**src/rtl/tty_input_pkg.sv**
```systemverilog
// constants and types for the teletype input-transfer block
// Operation
// RL1: power-up or system reset always turns the terminal motor on, whatever was commanded before.
// RL2: the unconditional word input puts the buffer in the low byte of the chosen register and zeroes the high byte.
// RL3: the unconditional byte input writes the buffer into the low byte and keeps the register's high byte.
// RL4: the waiting word read first tests buffer full and only then delivers the buffer with the high byte zero.
// RL5: the clear request-to-send command works only when the modem interface option is fitted.
// RL6: a waiting read that finds the buffer empty keeps repeating until it fills, then completes.
// RL7: request-to-send raises the modem RTS line and puts the controller into write direction; the code does both only when MODEM_FITTED is set.
// RL8: clear request-to-send drops RTS and leaves all other controller state alone.
package tty_input_pkg;
  localparam int unsigned DATA_W    = 8;
  localparam int unsigned WORD_W    = 16;
  localparam int unsigned FIFO_DEPTH = 8;
  localparam logic [WORD_W-DATA_W-1:0] HIGH_ZERO = 8'h00;
  localparam logic MOTOR_ON_RST = 1'b1;
  localparam logic RTS_RST      = 1'b0;
  localparam logic WRITE_DIR_RST = 1'b1;

  // command codes presented on cmd_i
  typedef enum logic [2:0] {
    cmd_none                  = 3'h0,
    input_word_to_accumulator = 3'h1,
    input_word_to_index       = 3'h2,
    input_byte_to_accumulator = 3'h3,
    input_byte_to_index       = 3'h4,
    wait_read_word_to_accumulator = 3'h5,
    wait_read_word_to_index   = 3'h6,
    cmd_line                  = 3'h7
  } cmd_t;

  // line-control sub codes presented on line_op_i with cmd_line
  typedef enum logic [1:0] {
    line_motor_on  = 2'h0,
    line_motor_off = 2'h1,
    line_rts_set   = 2'h2,
    line_rts_clear = 2'h3
  } line_op_t;

  typedef enum logic [1:0] {
    st_idle = 2'b00,
    st_wait = 2'b01,
    st_done = 2'b11
  } state_t;
endpackage

```
**src/rtl/tty_fifo.sv**
```systemverilog
// parameterised valid/ready fifo for received characters
`timescale 1ns/1ps
`default_nettype none
module tty_fifo #(
  parameter int unsigned WIDTH = 8,
  parameter int unsigned DEPTH = 8
) (
  input  wire logic             clk_sys_i,
  input  wire logic             nrst_i,
  input  wire logic [WIDTH-1:0] in_data_i,
  input  wire logic             in_valid_i,
  output logic                  in_ready_o,
  output logic      [WIDTH-1:0] out_data_o,
  output logic                  out_valid_o,
  input  wire logic             out_ready_i
);
  localparam int unsigned AW = $clog2(DEPTH);
  logic [WIDTH-1:0] mem [DEPTH];
  logic [AW-1:0]    wr_ptr;
  logic [AW-1:0]    rd_ptr;
  logic [AW:0]      count;
  logic [AW-1:0]    next_wr_ptr;
  logic [AW-1:0]    next_rd_ptr;
  logic [AW:0]      next_count;
  logic             push;
  logic             pop;

  assign in_ready_o  = (count != (AW+1)'(DEPTH));
  assign out_valid_o = (count != '0);
  assign out_data_o  = mem[rd_ptr];
  assign push        = in_valid_i && in_ready_o;
  assign pop         = out_valid_o && out_ready_i;

  always_comb begin
    next_wr_ptr = wr_ptr;
    next_rd_ptr = rd_ptr;
    next_count  = count;
    if (push) begin
      next_wr_ptr = (wr_ptr == AW'(DEPTH-1)) ? '0 : wr_ptr + 1'b1;
    end
    if (pop) begin
      next_rd_ptr = (rd_ptr == AW'(DEPTH-1)) ? '0 : rd_ptr + 1'b1;
    end
    if (push && !pop) begin
      next_count = count + 1'b1;
    end else if (pop && !push) begin
      next_count = count - 1'b1;
    end
  end

  always_ff @(posedge clk_sys_i or negedge nrst_i) begin
    if (!nrst_i) begin
      wr_ptr <= '0;
      rd_ptr <= '0;
      count  <= '0;
    end else begin
      wr_ptr <= next_wr_ptr;
      rd_ptr <= next_rd_ptr;
      count  <= next_count;
    end
  end

  always_ff @(posedge clk_sys_i) begin
    if (push) begin
      mem[wr_ptr] <= in_data_i;
    end
  end
endmodule
`default_nettype wire

```
**src/rtl/tty_input_transfer.sv**
```systemverilog
// teletype input transfer and line control toward the processor
`timescale 1ns/1ps
`default_nettype none
module tty_input_transfer
  import tty_input_pkg::*;
#(
  parameter int unsigned DEPTH       = FIFO_DEPTH,
  parameter bit          MODEM_FITTED = 1'b1
) (
  input  wire logic              clk_sys_i,
  input  wire logic              nrst_i,
  input  wire logic [DATA_W-1:0] rx_data_i,
  input  wire logic              rx_valid_i,
  output logic                   rx_ready_o,
  input  wire logic              cmd_valid_i,
  input  wire cmd_t              cmd_i,
  input  wire line_op_t          line_op_i,
  output logic                   cmd_ready_o,
  input  wire logic [WORD_W-1:0] acc_i,
  input  wire logic [WORD_W-1:0] idx_i,
  output logic      [WORD_W-1:0] result_o,
  output logic                   result_valid_o,
  output logic                   result_to_index_o,
  output logic                   motor_on_o,
  output logic                   rts_o,
  output logic                   write_dir_o
);
  logic [DATA_W-1:0] buf_data;
  logic              buf_full;
  logic              buf_pop;
  state_t            state;
  state_t            next_state;
  cmd_t              held_cmd;
  cmd_t              next_held_cmd;
  logic [WORD_W-1:0] next_result;
  logic              next_result_valid;
  logic              next_result_to_index;
  logic              next_motor_on;
  logic              next_rts;
  logic              next_write_dir;
  logic              take;
  logic              is_read;

  tty_fifo #(.WIDTH(DATA_W), .DEPTH(DEPTH)) u_fifo (
    .clk_sys_i   (clk_sys_i),
    .nrst_i      (nrst_i),
    .in_data_i   (rx_data_i),
    .in_valid_i  (rx_valid_i),
    .in_ready_o  (rx_ready_o),
    .out_data_o  (buf_data),
    .out_valid_o (buf_full),
    .out_ready_i (buf_pop)
  );

  assign cmd_ready_o = (state == st_idle);
  assign take        = cmd_valid_i && cmd_ready_o;
  assign is_read     = (cmd_i == wait_read_word_to_accumulator)
                    || (cmd_i == wait_read_word_to_index);

  always_comb begin
    next_state           = state;
    next_held_cmd        = held_cmd;
    next_result          = result_o;
    next_result_valid    = 1'b0;
    next_result_to_index = result_to_index_o;
    next_motor_on        = motor_on_o;
    next_rts             = rts_o;
    next_write_dir       = write_dir_o;
    buf_pop              = 1'b0;
    unique case (state)
      st_idle: begin
        if (take) begin
          unique case (cmd_i)
            // RL2 word zero high
            input_word_to_accumulator, input_word_to_index: begin
              next_result          = {HIGH_ZERO, buf_data};
              next_result_valid    = 1'b1;
              next_result_to_index = (cmd_i == input_word_to_index);
              buf_pop              = buf_full;
              next_state           = st_done;
            end
            // RL3 byte keep high
            input_byte_to_accumulator, input_byte_to_index: begin
              next_result_to_index = (cmd_i == input_byte_to_index);
              next_result = (cmd_i == input_byte_to_index)
                          ? {idx_i[WORD_W-1:DATA_W], buf_data}
                          : {acc_i[WORD_W-1:DATA_W], buf_data};
              next_result_valid    = 1'b1;
              buf_pop              = buf_full;
              next_state           = st_done;
            end
            // RL6 start waiting read
            wait_read_word_to_accumulator, wait_read_word_to_index: begin
              next_held_cmd  = cmd_i;
              next_state     = st_wait;
              // read direction while waiting
              next_write_dir = 1'b0;
            end
            cmd_line: begin
              next_state = st_done;
              unique case (line_op_i)
                line_motor_on: begin
                  next_motor_on  = 1'b1;
                  next_write_dir = 1'b1;
                end
                line_motor_off: begin
                  next_motor_on  = 1'b0;
                  next_write_dir = 1'b1;
                end
                // RL7 rts set write
                line_rts_set: begin
                  if (MODEM_FITTED) begin
                    next_rts       = 1'b1;
                    next_write_dir = 1'b1;
                  end
                end
                // RL5 RL8 rts clear optional
                line_rts_clear: begin
                  if (MODEM_FITTED) begin
                    next_rts = 1'b0;
                  end
                end
              endcase
            end
            default: next_state = st_idle;
          endcase
        end
      end
      // RL4 RL6 wait for full
      st_wait: begin
        if (buf_full) begin
          next_result          = {HIGH_ZERO, buf_data};
          next_result_valid    = 1'b1;
          next_result_to_index = (held_cmd == wait_read_word_to_index);
          buf_pop              = 1'b1;
          next_state           = st_done;
        end
      end
      st_done: next_state = st_idle;
      default: next_state = st_idle;
    endcase
  end

  always_ff @(posedge clk_sys_i or negedge nrst_i) begin
    if (!nrst_i) begin
      state             <= st_idle;
      held_cmd          <= cmd_none;
      result_o          <= '0;
      result_valid_o    <= 1'b0;
      result_to_index_o <= 1'b0;
      // RL1 motor on reset
      motor_on_o        <= MOTOR_ON_RST;
      rts_o             <= RTS_RST;
      write_dir_o       <= WRITE_DIR_RST;
    end else begin
      state             <= next_state;
      held_cmd          <= next_held_cmd;
      result_o          <= next_result;
      result_valid_o    <= next_result_valid;
      result_to_index_o <= next_result_to_index;
      motor_on_o        <= next_motor_on;
      rts_o             <= next_rts;
      write_dir_o       <= next_write_dir;
    end
  end
endmodule
`default_nettype wire
```
**config.mk**
```make
export PLATFORM = sky130hd
export DESIGN_NAME = tty_input_transfer
export DESIGN_NICKNAME = d
export VERILOG_FILES = /design/src/rtl/tty_input_pkg.sv /design/src/rtl/tty_fifo.sv /design/src/rtl/tty_input_transfer.sv
export SDC_FILE = /design/constraint.sdc
export NUM_CORES = 1
export LEC_CHECK = 0
export BUFFER_PORTS_ARGS = -buffer_cell sky130_fd_sc_hd__clkbuf_2
export CORE_MARGIN = 2
export CORE_UTILIZATION = 23
export CTS_BUF_LIST = sky130_fd_sc_hd__clkbuf_4
export DETAILED_ROUTE_END_ITERATION = 6
export GPL_TIMING_DRIVEN = 0
export PLACE_DENSITY = 0.5
export SLEW_MARGIN = 25
export SYNTH_ARGS = -nofsm -noshare
export SYNTH_HDL_FRONTEND = slang
export SYNTH_SLANG_ARGS = --single-unit
```
**constraint.sdc**
```tcl
create_clock -name clk_sys_i -period 3.25 [get_ports clk_sys_i]
set_input_delay 0.1625 -clock clk_sys_i [delete_from_list [all_inputs] [get_ports clk_sys_i]]
set_output_delay 0.1625 -clock clk_sys_i [all_outputs]
set_load 0.01 [all_outputs]
```
==> impl_metrics.env <==
export IMPL_drc=0
export IMPL_drtPass1Iterations=4
export IMPL_wl_mm=9.09
export IMPL_path_buf_inv=2
export IMPL_area_delta_synth_final_pct=20.4
export IMPL_clock_latency_ps=470
export IMPL_nets=405
export IMPL_ir_worst_vdd_uv=185
export IMPL_place_gp_congestion=0.746
export IMPL_critPathLaunchType="flop"
export IMPL_dp_hpwl_mm=6.29
export IMPL_setup_viol=0
export IMPL_r2r_start="u_fifo.count[0]$_DFFE_PN0P_"
export IMPL_drt_iter0_drc=70
export IMPL_gr_total_overflow=0
export IMPL_synthFlopType="edfxtp_1"
export IMPL_slowest_delay_ps=470
export IMPL_cts_max_path_buffers=2
export IMPL_synth_cell_types=41
export IMPL_grt_max_degree=37
export IMPL_status="completed"
export IMPL_grtUsageTotal_pct=9.54
export IMPL_cts_tree="yes"
export IMPL_whs_path_depth=4
export IMPL_worstHoldPathType="in -> reg"
export IMPL_postRouteAntennaNets=0
export IMPL_ff2ff_setup_slack_ps=200
export IMPL_yosysSeqAreaShare_pct=64.5
export IMPL_p_leak_nw=1.99
export IMPL_required_ps=3590
export IMPL_finalCritPeriodShare_pct=93.8
export IMPL_critPathArrivalTime_ps=3390
export IMPL_root_buffer="clkbuf_4"
export IMPL_num_vias=2503
export IMPL_clkSinkCount=100
export IMPL_ys_ff_latch=100
export IMPL_min_from="acc_i[13]"
export IMPL_wl_per_cell_um=15.5
export IMPL_crit_family="compound AO/OA/AOI/OAI gates"
export IMPL_ioPinCount=72
export IMPL_tightestPinTransition_ps=1010
export IMPL_cp_slowest_cell="dfrtp_1"
export IMPL_rr_endpoint="u_fifo.count[3]$_DFFE_PN0P_"
export IMPL_numCtsBuffers=9
export IMPL_diodes=0
export IMPL_final_max_slew_viol_count=0
export IMPL_whs_endpoint="result_o[13]$_DFFE_PN0P_"
export IMPL_path_cells="nor3_2 -> nand2_1 -> nand2_1 -> inv_1 -> ha_1 -> inv_1 -> ha_1 -> a21o_1 -> a2111oi_1 -> o31ai_1"
export IMPL_worst_path_max_fanout=5
export IMPL_grt_first_pass_wirelength_mm=14.2
export IMPL_p_per_area_nw_per_um2=826
export IMPL_synth_area_um2=4380
export IMPL_finalCriticalPeriod_ps=3050
export IMPL_setup_ws_ps=200
export IMPL_max_slew_margin_pct=32.4
export IMPL_die_area_um2=20200
export IMPL_vias_per_cell=4.26
export IMPL_endpoint_kind="flop"
export IMPL_initial_core_util_pct=23.4
export IMPL_n_fill_cell=1898
export IMPL_htree_levels=3
export IMPL_path_class="reg -> reg"
export IMPL_reg2reg_depth=10
export IMPL_antenna_found_initial=0
export IMPL_cap_violations=0
export IMPL_grt_pass1_vias=2542
export IMPL_max_clock_freq_mhz=328
export IMPL_drive_gt1_share_pct=40.5
export IMPL_crit_start="u_fifo.count[0]$_DFFE_PN0P_"
export IMPL_async_flop_share_pct=36.0
export IMPL_fin_util_pct=28.2
export IMPL_core_area_um2=18700
export IMPL_synth_edf_count=64
export IMPL_die_h_um=142
export IMPL_ys_warnings_count=0
export IMPL_syn_area_per_cell_um2=16.6
export IMPL_syn_nets=321
export IMPL_die_w_um=142
export IMPL_hold_viol_final=0
export IMPL_pre_cts_slack_ps=-12.6
export IMPL_fin_area_um2=5270
export IMPL_fin_worst_skew_ps=20.6
export IMPL_cts_clk_slew_worst_paths_ps=150
export IMPL_num_rows=50
export IMPL_dpl_instance_area_um2=5010
export IMPL_syn_inst=264
export IMPL_io_buffers=55
synth_stat cells (2+ instances only):
master | count | area [µm²]
nand2b_1 | 3 | 18.8
mux2_4 | 9 | 135
nand4_1 | 2 | 12.5
nor2_1 | 15 | 56.3
xnor2_1 | 2 | 17.5
buf_1 | 3 | 11.3
mux2_2 | 23 | 259
edfxtp_1 | 64 | 1920
a21o_1 | 2 | 15.0
inv_1 | 8 | 30.0
mux4_2 | 16 | 360
dfrtp_1 | 34 | 851
ha_1 | 7 | 87.6
buf_6 | 3 | 33.8
o31ai_1 | 4 | 30.0
nand2_1 | 13 | 48.8
nor3_1 | 8 | 40.0
o21ai_0 | 7 | 35.0
clkbuf_1 | 3 | 11.3
a21oi_1 | 7 | 35.0
mux2i_1 | 9 | 90.1
xor2_1 | 2 | 17.5
dfstp_2 | 2 | 52.6
registers in the layout, summed over array words and instances (netlist names):
signal / flops
held_cmd: 3
u_fifo.mem: 64
state: 2
write_dir_o: 1
rts_o: 1
u_fifo.count: 4
result_valid_o: 1
result_to_index_o: 1
u_fifo.rd_ptr: 3
motor_on_o: 1
u_fifo.wr_ptr: 3
result_o: 16
report_power, final:
group / leakage [nW] / internal [mW] / switching, mW
sequential: 1.02 / 1.70 / 0.186
combinational: 0.912 / 0.953 / 0.915
clock: 0.0650 / 0.172 / 0.427
total: 1.99 / 2.83 / 1.53
cell usage in the layout (no fill, tap or decap), drive strengths merged, types with 9 or more instances in the layout:
master / count
buf: 14
clkbuf: 67
dfrtp: 34
dlygate4sd3: 13
edfxtp: 64
inv: 10
mux2: 32
mux2i: 9
mux4: 16
nand2: 13
nor2: 15
o21ai: 9
worst register-to-register path: cells and delay by family (launching register included):
family	cells	cell delay, ps
adder cells (fa/ha/maj)	2	520
flip-flops	1	470
buffers and inverters	2	350
AO/OA/AOI/OAI	3	810
AND/OR/NAND/NOR	3	780
per-stage QoR:
stage	hold WS, ps	instances	TNS [ps]	power [mW]
3_3_place_gp	346	553	0	3.69
2_1_floorplan	-133	264	0	3.21
3_5_place_dp	362	558	-12.6	3.79
5_1_grt	13.2	587	-6.26	4.69
4_1_cts	22.3	587	0	4.43
6_report	75.7	587	0	4.36
worst max-delay path by stage:
stage	end	slack (ps)	cells after the start
finish	u_fifo.count[3]$_DFFE_PN0P_	200	10
global route	u_fifo.count[3]$_DFFE_PN0P_	-6	10
CTS	u_fifo.count[3]$_DFFE_PN0P_	130	10
detailed placement	u_fifo.count[3]$_DFFE_PN0P_	-10	10
global placement	u_fifo.count[3]$_DFFE_PN0P_	190	10
floorplan	u_fifo.count[3]$_DFFE_PN0P_	540	10
layout make-up:
type                            instances  area (µm²)  area share [%]
Buffer                                 11        81.3            1.54
Clock buffer                           10        75.1            1.42
Clock inverter                          6        46.3           0.878
Inverter                                8        30.0           0.570
Multi-Input combinational cell        145        1480            28.1
Sequential cell                       100        2830            53.6
Tap cell                              234         293            5.55
Timing Repair Buffer                   73         440            8.36
timing repair:
action,CTS,global route
endpoints found under the setup margin,1,1
hold buffers,13,0
buffers inserted,0,0
hold endpoints to repair,102,0
gates resized for setup,1,1
metal layers:
metal / global-route usage (%) / wire, µm / vias up
met5: 0 / 0 / -
met3: 3.36 / 507 / 7
met4: 3.16 / 95 / 0
met2: 15.5 / 4290 / 66
li1: - / - / 1179
met1: 11.9 / 4190 / 1251
cells by family (layout without fill, tap and decap cells):
logic type	Yosys count	in the layout	synth area share [%]
AOI/OAI and AO/OA	29	29	5.20
xor gates and xnor gates	4	4	0.800
adders and majority gates	8	8	2.46
buffers and inverters	19	108	2.54
DFF	100	100	64.5
muxes	57	57	19.3
and+or+nand+nor	47	47	5.17
Note: power is estimated with default switching activity, not from simulation.
